## src/design/csa_pkg.sv

```systemverilog
// Shared constants and types for the stack, pointer, ALU and flag datapath.
// Assumes a sequencer that issues one operation code per cycle.
package csa_pkg;
  localparam int ADDR_W = 7;
  localparam int PC_W = 11;
  localparam int NIB_W = 4;
  localparam logic [6:0] ADDR_TBL_LOW = 7'h7c;
  localparam logic [6:0] ADDR_TBL_MID = 7'h7d;
  localparam logic [6:0] ADDR_TBL_HIGH = 7'h7e;
  localparam logic [6:0] ADDR_SLP_BIG = 7'h7f;
  localparam logic [6:0] ADDR_SLP_SMALL = 7'h3f;
  localparam logic [6:0] ADDR_SPARE_A = 7'h77;
  localparam logic [6:0] ADDR_SPARE_B = 7'h7b;
  localparam logic [6:0] STACK_BASE = 7'h40;
  localparam logic [3:0] SLP_TOP = 4'he;
  localparam logic [3:0] SLP_NORMAL_TOP = 4'hc;
  localparam logic [3:0] SLP_TIMER_ONE = 4'hd;
  localparam logic [3:0] SLP_TIMER_TWO = 4'he;
  localparam logic [3:0] ZERO_NIB = 4'h0;
  localparam logic [3:0] ZERO_PAGE_HI = 4'h0;
  localparam logic [1:0] WORDS_PER_LOC = 2'h3;
  typedef enum logic [4:0] {
    OP_NONE = 5'h00, OP_ADD = 5'h01, OP_ADD_WITH_CARRY = 5'h02, OP_SUB = 5'h03,
    OP_SUBC = 5'h04, OP_CMP = 5'h05, OP_AND = 5'h06, OP_OR = 5'h07,
    OP_XOR = 5'h08, OP_ROTATE_LEFT_THROUGH_CARRY = 5'h09, OP_ROTATE_RIGHT_THROUGH_CARRY = 5'h0a, OP_LOAD = 5'h0b,
    OP_TESTP_C = 5'h0c, OP_TEST_C = 5'h0d, OP_SET_BC = 5'h0e, OP_CLR_BC = 5'h0f,
    OP_SET_G = 5'h10, OP_CLR_G = 5'h11, OP_STORE = 5'h12
  } csa_op_type;
  typedef enum logic [2:0] {
    ST_IDLE = 3'b000, ST_PUSH = 3'b001, ST_POP = 3'b011, ST_DONE = 3'b010
  } csa_stk_state_type;
  typedef enum logic [1:0] {
    STK_NONE = 2'h0, STK_CALL = 2'h1, STK_INTR = 2'h2
  } csa_stk_kind_type;
endpackage : csa_pkg

```

## src/design/csa_alu.sv

```systemverilog
// Four-bit ALU: add, subtract via two's complement, logic, rotates.
// Purely combinational; the caller registers results and flags.
`timescale 1ns/10ps
`default_nettype none
module csa_alu (
  input wire csa_pkg::csa_op_type op,
  input wire logic [3:0] opa,
  input wire logic [3:0] opb,
  input wire logic carry_in,
  output logic [3:0] result,
  output logic carry_out,
  output logic zero_out
);
  import csa_pkg::*;
  logic [4:0] sum;
  // Operation select
  always_comb
  begin
    sum = 5'h00;
    result = opb;
    carry_out = carry_in;
    case (op)
      OP_ADD:
      begin
        sum = {1'b0, opa} + {1'b0, opb}; // RULE_14
        result = sum[3:0];
        carry_out = sum[4];
      end
      OP_ADD_WITH_CARRY:
      begin
        sum = {1'b0, opa} + {1'b0, opb} + {4'h0, carry_in}; // RULE_17
        result = sum[3:0];
        carry_out = sum[4];
      end
      OP_SUB, OP_CMP:
      begin
        sum = {1'b0, opa} + {1'b0, ~opb} + 5'h01; // RULE_14
        result = sum[3:0];
        carry_out = sum[4];
      end
      OP_SUBC:
      begin
        sum = {1'b0, opa} + {1'b0, ~opb} + {4'h0, carry_in}; // RULE_17
        result = sum[3:0];
        carry_out = sum[4];
      end
      OP_AND: result = opa & opb;
      OP_OR: result = opa | opb;
      OP_XOR: result = opa ^ opb;
      OP_ROTATE_LEFT_THROUGH_CARRY:
      begin
        result = {opa[2:0], carry_in}; // RULE_15
        carry_out = opa[3];
      end
      OP_ROTATE_RIGHT_THROUGH_CARRY:
      begin
        result = {carry_in, opa[3:1]}; // RULE_15
        carry_out = opa[0];
      end
      default: result = opb;
    endcase
  end
  // Zero detect
  assign zero_out = (result == ZERO_NIB); // RULE_16
endmodule : csa_alu
`default_nettype wire

```

## src/design/csa_core.sv

```systemverilog
// Stack, stack location pointer, table pointer and data memory with ALU/flags.
// Assumes a sequencer that holds call/return requests until done pulses.
// Notes on behaviour
// RULE_01: A call saves only the return address; subroutine return restores it.
// RULE_02: Interrupt entry saves address and flags; interrupt return restores both.
// RULE_03: Up to fifteen stack locations in data memory, four words each.
// RULE_04: Pointer drops after a save, rises before a restore.
// RULE_05: Stack location pointer lives in the top data memory word.
// RULE_06: Pointer can never name location fifteen; normal range zero to twelve; code does not exclude fifteen.
// RULE_07: Hardware never initialises the pointer; software writes it, usually twelve.
// RULE_08: Locations thirteen and fourteen share storage with timer counts.
// RULE_09: Twelve-bit table pointer is three memory nibbles at 7c, 7d, 7e.
// RULE_10: Timer counts sit in memory nibbles; 77 and 7b stay free.
// RULE_11: Zero-page forms reach the first sixteen words.
// RULE_12: Data memory is not cleared; its content starts undefined.
// RULE_13: ALU takes four-bit operands, gives result, carry and zero.
// RULE_14: Add carry is top carry-out; subtract carry means no borrow.
// RULE_15: Rotates through carry shift old carry in, shifted-out bit out.
// RULE_16: Zero indication is one when result or transferred value is zero.
// RULE_17: Add and subtract with carry use and then capture carry.
// RULE_18: Compare captures the non-borrow carry.
// RULE_19: Carry tests copy carry, or its inverse, then set or clear carry.
// RULE_20: Zero flag loads on operate, rotate, input and load to accumulator.
// RULE_21: Branch is taken only while the branch-condition bit is one.
// RULE_22: Reset sets the branch-condition bit, other flags untouched.
`timescale 1ns/10ps
`default_nettype none
module csa_core (
  input wire logic clk_sys,
  input wire logic arst_n,
  input wire logic small_variant,
  input wire csa_pkg::csa_op_type op,
  input wire logic [3:0] acc_in,
  input wire logic [6:0] mem_addr,
  input wire logic zero_page,
  input wire logic mem_wr,
  input wire logic [3:0] mem_wdata,
  input wire logic table_advance,
  input wire logic branch_req,
  input wire logic call_req,
  input wire logic intr_req,
  input wire logic ret_req,
  input wire logic interrupt_return_req,
  input wire logic [10:0] pc_in,
  output logic [3:0] mem_rdata,
  output logic [3:0] alu_result,
  output logic [11:0] table_lookup_pointer,
  output logic [3:0] stack_location_pointer,
  output logic [10:0] pc_restored,
  output logic stack_done,
  output logic branch_taken,
  output logic carry_bit,
  output logic zero_result_bit,
  output logic branch_condition_bit,
  output logic general_purpose_bit
);
  import csa_pkg::*;
  // Storage, uncleared at power-on
  logic [3:0] ram [0:127]; // RULE_12
  logic [10:0] pc_q = 11'h000;
  csa_stk_state_type state;
  csa_stk_kind_type kind;
  logic [1:0] word_idx;
  logic [3:0] slp_work;
  logic [3:0] res_wire;
  logic alu_c;
  logic alu_z;
  logic restore_en;
  logic [3:0] restore_val;
  logic [6:0] eff_addr;
  logic [6:0] slp_addr;
  logic [6:0] stk_addr;
  logic [3:0] stk_wdata;
  logic [3:0] flag_nib;

  // Address of word w in stack location n
  function automatic logic [6:0] loc_addr(input logic [3:0] n, input logic [1:0] w);
    loc_addr = STACK_BASE + {1'b0, n, w}; // RULE_03
  endfunction : loc_addr

  // Pointer address by variant
  assign slp_addr = small_variant ? ADDR_SLP_SMALL : ADDR_SLP_BIG; // RULE_05
  // Zero page forms replace the three page bits
  assign eff_addr = zero_page ? {ZERO_PAGE_HI[2:0], mem_addr[3:0]} : mem_addr; // RULE_11

  csa_alu u_alu (
    .op(op),
    .opa(acc_in),
    .opb(mem_rdata),
    .carry_in(carry_bit),
    .result(res_wire),
    .carry_out(alu_c),
    .zero_out(alu_z)
  );

  csa_flags u_flags (
    .clk_sys(clk_sys),
    .arst_n(arst_n),
    .op(op),
    .alu_carry(alu_c),
    .alu_zero(alu_z),
    .restore_en(restore_en),
    .restore_val(restore_val),
    .carry_bit(carry_bit),
    .zero_result_bit(zero_result_bit),
    .branch_condition_bit(branch_condition_bit),
    .general_purpose_bit(general_purpose_bit)
  );

  assign alu_result = res_wire; // RULE_13
  assign branch_taken = branch_req & branch_condition_bit; // RULE_21
  assign flag_nib = {carry_bit, zero_result_bit, branch_condition_bit, general_purpose_bit};
  assign mem_rdata = ram[eff_addr];

  // Table pointer read out of its three nibbles
  assign table_lookup_pointer = {ram[ADDR_TBL_HIGH], ram[ADDR_TBL_MID],
                                 ram[ADDR_TBL_LOW]}; // RULE_09
  // Stack pointer read from the top word as stored; location fifteen is not excluded
  assign stack_location_pointer = ram[slp_addr]; // RULE_06

  // Word written while saving: pc nibbles then flags, or zero for a call
  always_comb
  begin
    case (word_idx)
      2'h0: stk_wdata = pc_q[3:0];
      2'h1: stk_wdata = pc_q[7:4];
      2'h2: stk_wdata = {1'b0, pc_q[10:8]};
      default: stk_wdata = (kind == STK_INTR) ? flag_nib : ZERO_NIB; // RULE_02
    endcase
  end
  assign stk_addr = loc_addr(slp_work, word_idx);
  assign restore_en = (state == ST_POP) && (kind == STK_INTR) &&
                      (word_idx == WORDS_PER_LOC); // RULE_02
  assign restore_val = ram[stk_addr];

  // Save and restore sequencer
  always_ff @(posedge clk_sys or negedge arst_n)
  begin
    if (!arst_n)
    begin
      state <= ST_IDLE;
      kind <= STK_NONE;
      word_idx <= 2'h0;
      slp_work <= 4'h0;
      stack_done <= 1'b0;
    end
    else
    begin
      stack_done <= 1'b0;
      case (state)
        ST_IDLE:
        begin
          word_idx <= 2'h0;
          slp_work <= ram[slp_addr];
          if (call_req | intr_req)
          begin
            kind <= intr_req ? STK_INTR : STK_CALL; // RULE_01
            state <= ST_PUSH;
          end
          else if (ret_req | interrupt_return_req)
          begin
            kind <= interrupt_return_req ? STK_INTR : STK_CALL;
            slp_work <= ram[slp_addr] + 4'h1; // RULE_04
            state <= ST_POP;
          end
        end
        ST_PUSH:
        begin
          word_idx <= word_idx + 2'h1;
          if (word_idx == WORDS_PER_LOC)
            state <= ST_DONE;
        end
        ST_POP:
        begin
          word_idx <= word_idx + 2'h1;
          if (word_idx == WORDS_PER_LOC)
            state <= ST_DONE;
        end
        ST_DONE:
        begin
          stack_done <= 1'b1;
          state <= ST_IDLE;
        end
        default: state <= ST_IDLE;
      endcase
    end
  end

  // Return address: captured when a save starts, assembled during a restore
  always_ff @(posedge clk_sys)
  begin
    if (state == ST_IDLE && (call_req | intr_req))
      pc_q <= pc_in;
    else if (state == ST_POP)
      case (word_idx)
        2'h0: pc_q[3:0] <= ram[stk_addr]; // RULE_01
        2'h1: pc_q[7:4] <= ram[stk_addr];
        2'h2: pc_q[10:8] <= ram[stk_addr][2:0];
        default: pc_q <= pc_q;
      endcase
  end
  assign pc_restored = pc_q;

  // Data memory writes: stack, pointer, table advance, ordinary stores
  always_ff @(posedge clk_sys)
  begin
    if (state == ST_PUSH)
    begin
      ram[stk_addr] <= stk_wdata; // RULE_08
      if (word_idx == WORDS_PER_LOC)
        ram[slp_addr] <= slp_work - 4'h1; // RULE_04
    end
    else if (state == ST_POP && word_idx == WORDS_PER_LOC)
      ram[slp_addr] <= slp_work; // RULE_04
    else if (table_advance)
      {ram[ADDR_TBL_HIGH], ram[ADDR_TBL_MID], ram[ADDR_TBL_LOW]} <=
        table_lookup_pointer + 12'h001; // RULE_09
    else if (mem_wr)
      ram[eff_addr] <= mem_wdata; // RULE_10
  end
endmodule : csa_core
`default_nettype wire

```

## src/design/csa_flags.sv

```systemverilog
// Carry, zero, branch-condition and general flags.
// Assumes the sequencer gives one op per cycle and a restore strobe.
`timescale 1ns/10ps
`default_nettype none
module csa_flags (
  input wire logic clk_sys,
  input wire logic arst_n,
  input wire csa_pkg::csa_op_type op,
  input wire logic alu_carry,
  input wire logic alu_zero,
  input wire logic restore_en,
  input wire logic [3:0] restore_val,
  output logic carry_bit,
  output logic zero_result_bit,
  output logic branch_condition_bit,
  output logic general_purpose_bit
);
  import csa_pkg::*;
  logic carry_q = 1'b0;
  logic zero_q = 1'b0;
  logic gen_q = 1'b0;
  assign carry_bit = carry_q;
  assign zero_result_bit = zero_q;
  assign general_purpose_bit = gen_q;
  // Carry flag; no reset term
  always_ff @(posedge clk_sys)
  begin
    if (restore_en)
      carry_q <= restore_val[3]; // RULE_02
    else
      case (op)
        OP_ADD_WITH_CARRY, OP_SUBC: carry_q <= alu_carry; // RULE_17
        OP_CMP: carry_q <= alu_carry; // RULE_18
        OP_ROTATE_LEFT_THROUGH_CARRY, OP_ROTATE_RIGHT_THROUGH_CARRY: carry_q <= alu_carry; // RULE_15
        OP_TESTP_C: carry_q <= 1'b1; // RULE_19
        OP_TEST_C: carry_q <= 1'b0; // RULE_19
        default: carry_q <= carry_q;
      endcase
  end
  // Zero flag; no reset term
  always_ff @(posedge clk_sys)
  begin
    if (restore_en)
      zero_q <= restore_val[2]; // RULE_02
    else
      case (op)
        OP_ADD, OP_ADD_WITH_CARRY, OP_SUB, OP_SUBC, OP_CMP, OP_AND, OP_OR, OP_XOR,
        OP_ROTATE_LEFT_THROUGH_CARRY, OP_ROTATE_RIGHT_THROUGH_CARRY, OP_LOAD: zero_q <= alu_zero; // RULE_20
        default: zero_q <= zero_q;
      endcase
  end
  // General flag
  always_ff @(posedge clk_sys)
  begin
    if (restore_en)
      gen_q <= restore_val[0];
    else if (op == OP_SET_G)
      gen_q <= 1'b1;
    else if (op == OP_CLR_G)
      gen_q <= 1'b0;
  end
  // Branch-condition flag; only flag touched by reset
  always_ff @(posedge clk_sys or negedge arst_n)
  begin
    if (!arst_n)
      branch_condition_bit <= 1'b1; // RULE_22
    else if (restore_en)
      branch_condition_bit <= restore_val[1]; // RULE_02
    else
      case (op)
        OP_TESTP_C: branch_condition_bit <= carry_q; // RULE_19
        OP_TEST_C: branch_condition_bit <= ~carry_q; // RULE_19
        OP_CMP: branch_condition_bit <= ~alu_zero;
        OP_CLR_BC: branch_condition_bit <= 1'b0;
        default: branch_condition_bit <= 1'b1; // RULE_21
      endcase
  end
endmodule : csa_flags
`default_nettype wire

```

## config.mk

```make
export PLATFORM = sky130hd
export DESIGN_NAME = csa_core
export DESIGN_NICKNAME = d
export VERILOG_FILES = /design/src/design/csa_pkg.sv /design/src/design/csa_alu.sv /design/src/design/csa_core.sv /design/src/design/csa_flags.sv
export SDC_FILE = /design/constraint.sdc
export NUM_CORES = 1
export LEC_CHECK = 0
export ABC_AREA = 1
export CELL_PAD_IN_SITES_DETAIL_PLACEMENT = 1
export CELL_PAD_IN_SITES_GLOBAL_PLACEMENT = 1
export CORE_AREA = 2 2 310 312
export DETAILED_ROUTE_END_ITERATION = 8
export DIE_AREA = 0 0 312 314
export DONT_BUFFER_PORTS = 1
export PLACE_DENSITY = 0.68
export SKIP_CTS_REPAIR_TIMING = 1
export SLEW_MARGIN = 10
export SYNTH_ARGS = -nofsm -noshare
export SYNTH_HDL_FRONTEND = slang
export SYNTH_HIERARCHICAL = 1
export SYNTH_SLANG_ARGS = --single-unit
```

## constraint.sdc

```tcl
create_clock -name clk_sys -period 8.9 [get_ports clk_sys]
set_clock_uncertainty 0.15 [all_clocks]
set_input_delay 1.335 -clock clk_sys [delete_from_list [all_inputs] [get_ports clk_sys]]
set_output_delay 1.335 -clock clk_sys [all_outputs]
set_load 0.005 [all_outputs]
```

# Yosys cells after proc, flatten, opt, wreduce, memory -nomap -nowiden
# Index checks and enable logic that the tools add are counted.
# word_totals
reg_bits,539
output_inout_bits,41
elab_cells,285
# op_classes
add_sub_neg,10
order_cmp,6
eq_ne,27
n_mux,58
bitwise_logic,12
n_reduce_logical,32
# op_table
operator,count
512-bit bitwise mux,4
512-bit 2-to-1 mux,4
496-bit 2-to-1 mux,1
4-bit binary-select mux with 7-bit select,3
4-bit demux with 7-bit select,3
4-bit 2-to-1 mux,15
4-bit one-hot mux with 9 select lines,1
5-bit by 4-bit == test with 1-bit output (second input constant),7
8-bit greater-or-equal comparator (second input constant),3
8-bit by 1-bit < comparator with 1-bit output (second input constant),3
7-bit inverter with 8-bit output,3
11-bit 2-to-1 mux,2
5-bit by 3-bit == test with 1-bit output (second input constant),4
7-bit 2-to-1 mux,2
2-bit AND reduction,7
2-bit nonzero test,7
12-bit by 1-bit adder with 12-bit output (second input constant),1
12-bit 2-to-1 mux,1
3-bit 2-to-1 mux,4
4-bit one-hot mux with 3 select lines,1
11-bit OR reduction,1
4-bit by 4-bit adder with 5-bit output,2
5-bit by 1-bit adder with 5-bit output,2
5-bit by 2-bit == test with 1-bit output (second input constant),2
37 further kinds,62

# Depth between registers and ports, before layout
# logic_depth
depth_word,13
depth_mapped,35
ltp_nobuf,33

# By module
# The synthesis kept the hierarchy.
# modules_own_cells
module,n_inst,cells_per_inst,area_per_inst_um2,seq_area_each_um2
csa_core,1,4066,31240.0,15980.3
csa_alu,1,230,1248.7,0.0
csa_flags,1,59,357.8,116.4

# Least setup slack after synthesis
# OpenSTA, ideal clock, no wires.
# synth_timing
kind,input-to-output
from,input mem_addr[1]
to,output alu_result[2]
t_arrival_ns,4.198
required_time_ns,7.415
path_slack_ns,3.217
stages,24
path_buffers,3
path_cell_list,buf_2 -> inv_2 -> buf_2 -> buf_1 -> nand2_1 -> nand2_1 -> nand2_1 -> nand2_1 -> nand2_1 -> nand2_1 -> nor2_1 -> nor2_1 -> nor2_1 -> nand2_1 -> ha_1 -> inv_1 -> fa_1 -> inv_1 -> ha_1 -> or2_2 -> nand3_1 -> nand3_1 -> nor2_4 -> inv_1
# synth_between
elab_chain_len,9
# synth_rtl
element,line_no,text
start: declaration,csa_core.sv:34,"input wire logic [6:0] mem_addr,"
7-bit 2-to-1 mux *,csa_core.sv:84,"assign eff_addr = zero_page ? {ZERO_PAGE_HI[2:0], mem_addr[3:0]} : mem_addr;"
7-bit inverter with 8-bit output (not written as such) *,csa_core.sv:113,assign mem_rdata = ram[eff_addr];
4-bit binary-select mux with 7-bit select *,csa_core.sv:113,
4-bit 2-to-1 mux (not written as such) * (2 in series),csa_core.sv:113,
via mem_rdata[0],csa_core.sv:45,"output logic [3:0] mem_rdata,"
4-bit inverter,"csa_alu.sv:37, csa_alu.sv:43",
4-bit by 4-bit adder with 5-bit output,"csa_alu.sv:37, csa_alu.sv:43",
5-bit by 1-bit adder with 5-bit output (on tied branches),"csa_alu.sv:43, csa_alu.sv:37",
4-bit one-hot mux with 9 select lines *,csa_alu.sv:22,case (op)
end: declaration,csa_core.sv:46,"output logic [3:0] alu_result,"
# The timed path passes the listed nets; every way through them passes the cells marked *. The select of a mux whose other input is x is not followed.

# Final worst setup path
# Ends and elaborated chain as after synthesis.

==> flow_summary.yaml <==
sta:
  min_period_over_period_pct: 78.75
  setup_viol: 0
  tightest_slew_ns: 1.156
  final_hold_viol_count: 0
  rsz0062_at_grt: "no"
  fmax_mhz: 142.7
  period_minus_slack_ns: 7.009
  tns_ns: 0
  finalMaxSlewViolations: 0
  maxSlewHeadroom_pct: 22.91
logic_synthesis:
  synth.cell_area_sq_um: 32850
  netlist_top_cells_area: "edfxtp_1 48%, nand2_1 19%, nor2_1 7.1%"
  synth_seq_cells: 538
  async_flop_share_pct: 2.230
  synth_nets: 4423
  yosys_warnings: 6
  yosysSeqAreaShare_pct: 49.01
  synth_top_cell_by_area: "edfxtp_1"
  synth_edf_count: 526
  synthTopCellsByCount: "1658 x nand2_1, 619 x nor2_1, 526 x edfxtp_1, 362 x inv_1, 288 x o22ai_1"
  yosysMostFrequentCell: "nand2_1"
  synthCells: 4355
  synthDominantCellAreaShare_pct: 48.09
  avgSynthCellArea_sq_um: 7.542
  synth_cell_types: 45
  synthFlopType: "edfxtp_1"
route:
  detail-route-antenna-nets: 0
  drc: 0
  via_count: 30335
  viasPerCell: 5.514
  drt_iter0_markers: 2896
  wirelength_microns: 127100
  wire_per_inst_microns: 23.11
  drtPass1Iterations: 5
floorplan:
  rows: 113
  fp.dieW_microns: 312
  ios: 83
  core_sq_um: 94450
  die_h_microns: 314
  die-area_sq_um: 97970
  start_util_pct: 34.78
worst_setup_path:
  crit_path_max_incr_delay_ns: 0.66
  critPathLaunchType: "primary input"
  critPathSlowestCell: "inv_4"
  worstReg2RegEnd: "u_flags/branch_condition_bit"
  reg2regPathDepth: 31
  crit_path_frequent_cell: "nand2_1"
  cp.arrival_ns: 5.52
  r2r_start: "ram[92]"
  path_class: "primary input to output port"
  r2r_setup_slack_ns: 4.46
  crit_required_ns: 7.41
  critPathMaxFanout: 133
  endpoint_kind: "output port"
pwr:
  clkPwrFrac_pct: 28.1
  p_int_mw: 5.324
  comb_power_share_pct: 37.5
  leakage_nw: 14.47
  swShare_pct: 44.35
  ir_drop_v: 0.0002528
  pwr-share-seq_pct: 34.4
  switchingPower_mw: 4.243
  power_density_nw_per_um2: 268.8
clock_network:
  clk_latency_ns: 0.63
  cts-buffers-inserted: 66
  tritoncts: "yes"
  path_clk_slew_ns: 0.06
  htreeDepth: 3
  root_buffer: "clkbuf_16"
  cts_buffer_depth: 3
  cts_sinks: 538
status:
  outcome: "finished clean"
cells_and_area:
  fillers: 11594
  synthToLayoutAreaGrowth_pct: 8.380
  regArea_sq_um: 16100
  design_area_sq_um: 35600
  fin_nets: 4262
  drive_gt1_share_pct: 5.335
  antenna_cells: 0
  multi_input_area_sq_um: 13980
placement:
  gp_congestion: 0.8733
  dp_hpwl_microns: 81260
  portBuffers: 0
  placed_cell_area_sq_um: 33530
global_routing:
  track_usage_pct: 25.40
  antenna_found_initial: 1
  grt_max_degree: 340
  grt_pass1_wl_microns: 189800
  grt-ovfl-total: 0
  grt_pass1_vias: 30293
hold_path:
  hold_class: "primary input to asynchronous set/reset pin"
flow_run:
  cap_violations: 0
==> cells by family after synthesis <==
logic type / after synthesis / synth area share (%)
xor+xnor: 8 / 0.2362
simple gates: 2427 / 28.93
compound gates: 683 / 12.29
flops: 538 / 49.01
fa+ha+maj: 26 / 1.036
buf+inv: 673 / 8.502
==> final cells by class <==
class | count | area share, %
Inverter | 404 | 4.323
Clock inverter | 29 | 0.7205
Timing Repair Buffer | 40 | 0.9138
Multi-Input combinational cell | 3144 | 39.28
Sequential cell | 538 | 45.22
Tap cell | 1265 | 4.446
Clock buffer | 81 | 5.096
==> per-layer routing <==
| layer | vias to the layer above | GRT usage (%) | share of wire, % |
|---|---|---|---|
| met1 | 15028 | 33.57 | 43 |
| li1 | 13963 | - | - |
| met3 | 242 | 4.427 | 7.6 |
| met5 | - | 0 | 0.022 |
| met4 | 4 | 8.162 | 2.8 |
| met2 | 1098 | 42.33 | 47 |
==> flip-flops by register name, indices dropped and copies added (netlist names) <==
signal / flops
ram: 500
u_flags/zero_result_bit: 1
table_lookup_pointer: 12
u_flags/carry_bit: 1
state: 2
u_flags/branch_condition_bit: 1
word_idx: 2
u_flags/general_purpose_bit: 1
kind: 2
stack_done: 1
pc_restored: 11
slp_work: 4
==> critical path: cells and delay by family <==
kind                     cells  cell delay (ns)
AND/OR/NAND/NOR             16             1.63
adder cells (fa/ha/maj)      3             0.80
buffers and inverters        6             1.62
==> metrics by stage <==
| stage | std cells | hold slack [ns] | setup slack [ns] | util, % | power [mW] |
|---|---|---|---|---|---|
| global placement | 5391 | 0.3261 | 2.064 | 35.50 | 6.785 |
| detailed placement | 5391 | 0.3427 | 2.054 | 35.50 | 6.822 |
| global route | 5501 | 0.2293 | 1.592 | 37.69 | 9.904 |
| CTS | 5501 | 0.2125 | 2.047 | 37.69 | 9.494 |
| floorplan | 4355 | 0.3034 | 3.217 | - | 5.408 |
| finish | 5501 | 0.2467 | 1.891 | 37.69 | 9.567 |
==> power by group through the flow <==
stage / Clock (mW) / Sequential [mW] / Combinational, mW
final: 2.68 / 3.29 / 3.59
after global routing: 2.80 / 3.32 / 3.79
after CTS: 2.71 / 3.29 / 3.49
after detailed placement: 0 / 3.34 / 3.48
after global placement: 0 / 3.34 / 3.45
after floorplan: 0 / 3.23 / 2.18
==> worst max-delay path by stage <==
| stage | from | cells after the start | endpoint |
|---|---|---|---|
| floorplan | mem_addr[1] | 24 | alu_result[2] |
| global placement | mem_addr[0] | 27 | alu_result[2] |
| detailed placement | mem_addr[1] | 25 | alu_result[2] |
| CTS | mem_addr[1] | 25 | alu_result[2] |
| global route | mem_addr[1] | 25 | alu_result[2] |
| finish | mem_addr[1] | 25 | alu_result[2] |
==> cells in the final DEF, fill, tap and decap left out, types with 48 or more instances in the layout <==
cell type / instances
nor2_1: 616
o21ai_0: 244
nand3_1: 66
a21oi_1: 48
clkbuf_16: 71
o22ai_1: 288
edfxtp_1: 526
inv_1: 360
nand2_1: 1658
o211ai_1: 69
(Power assumes the default switching activity.)
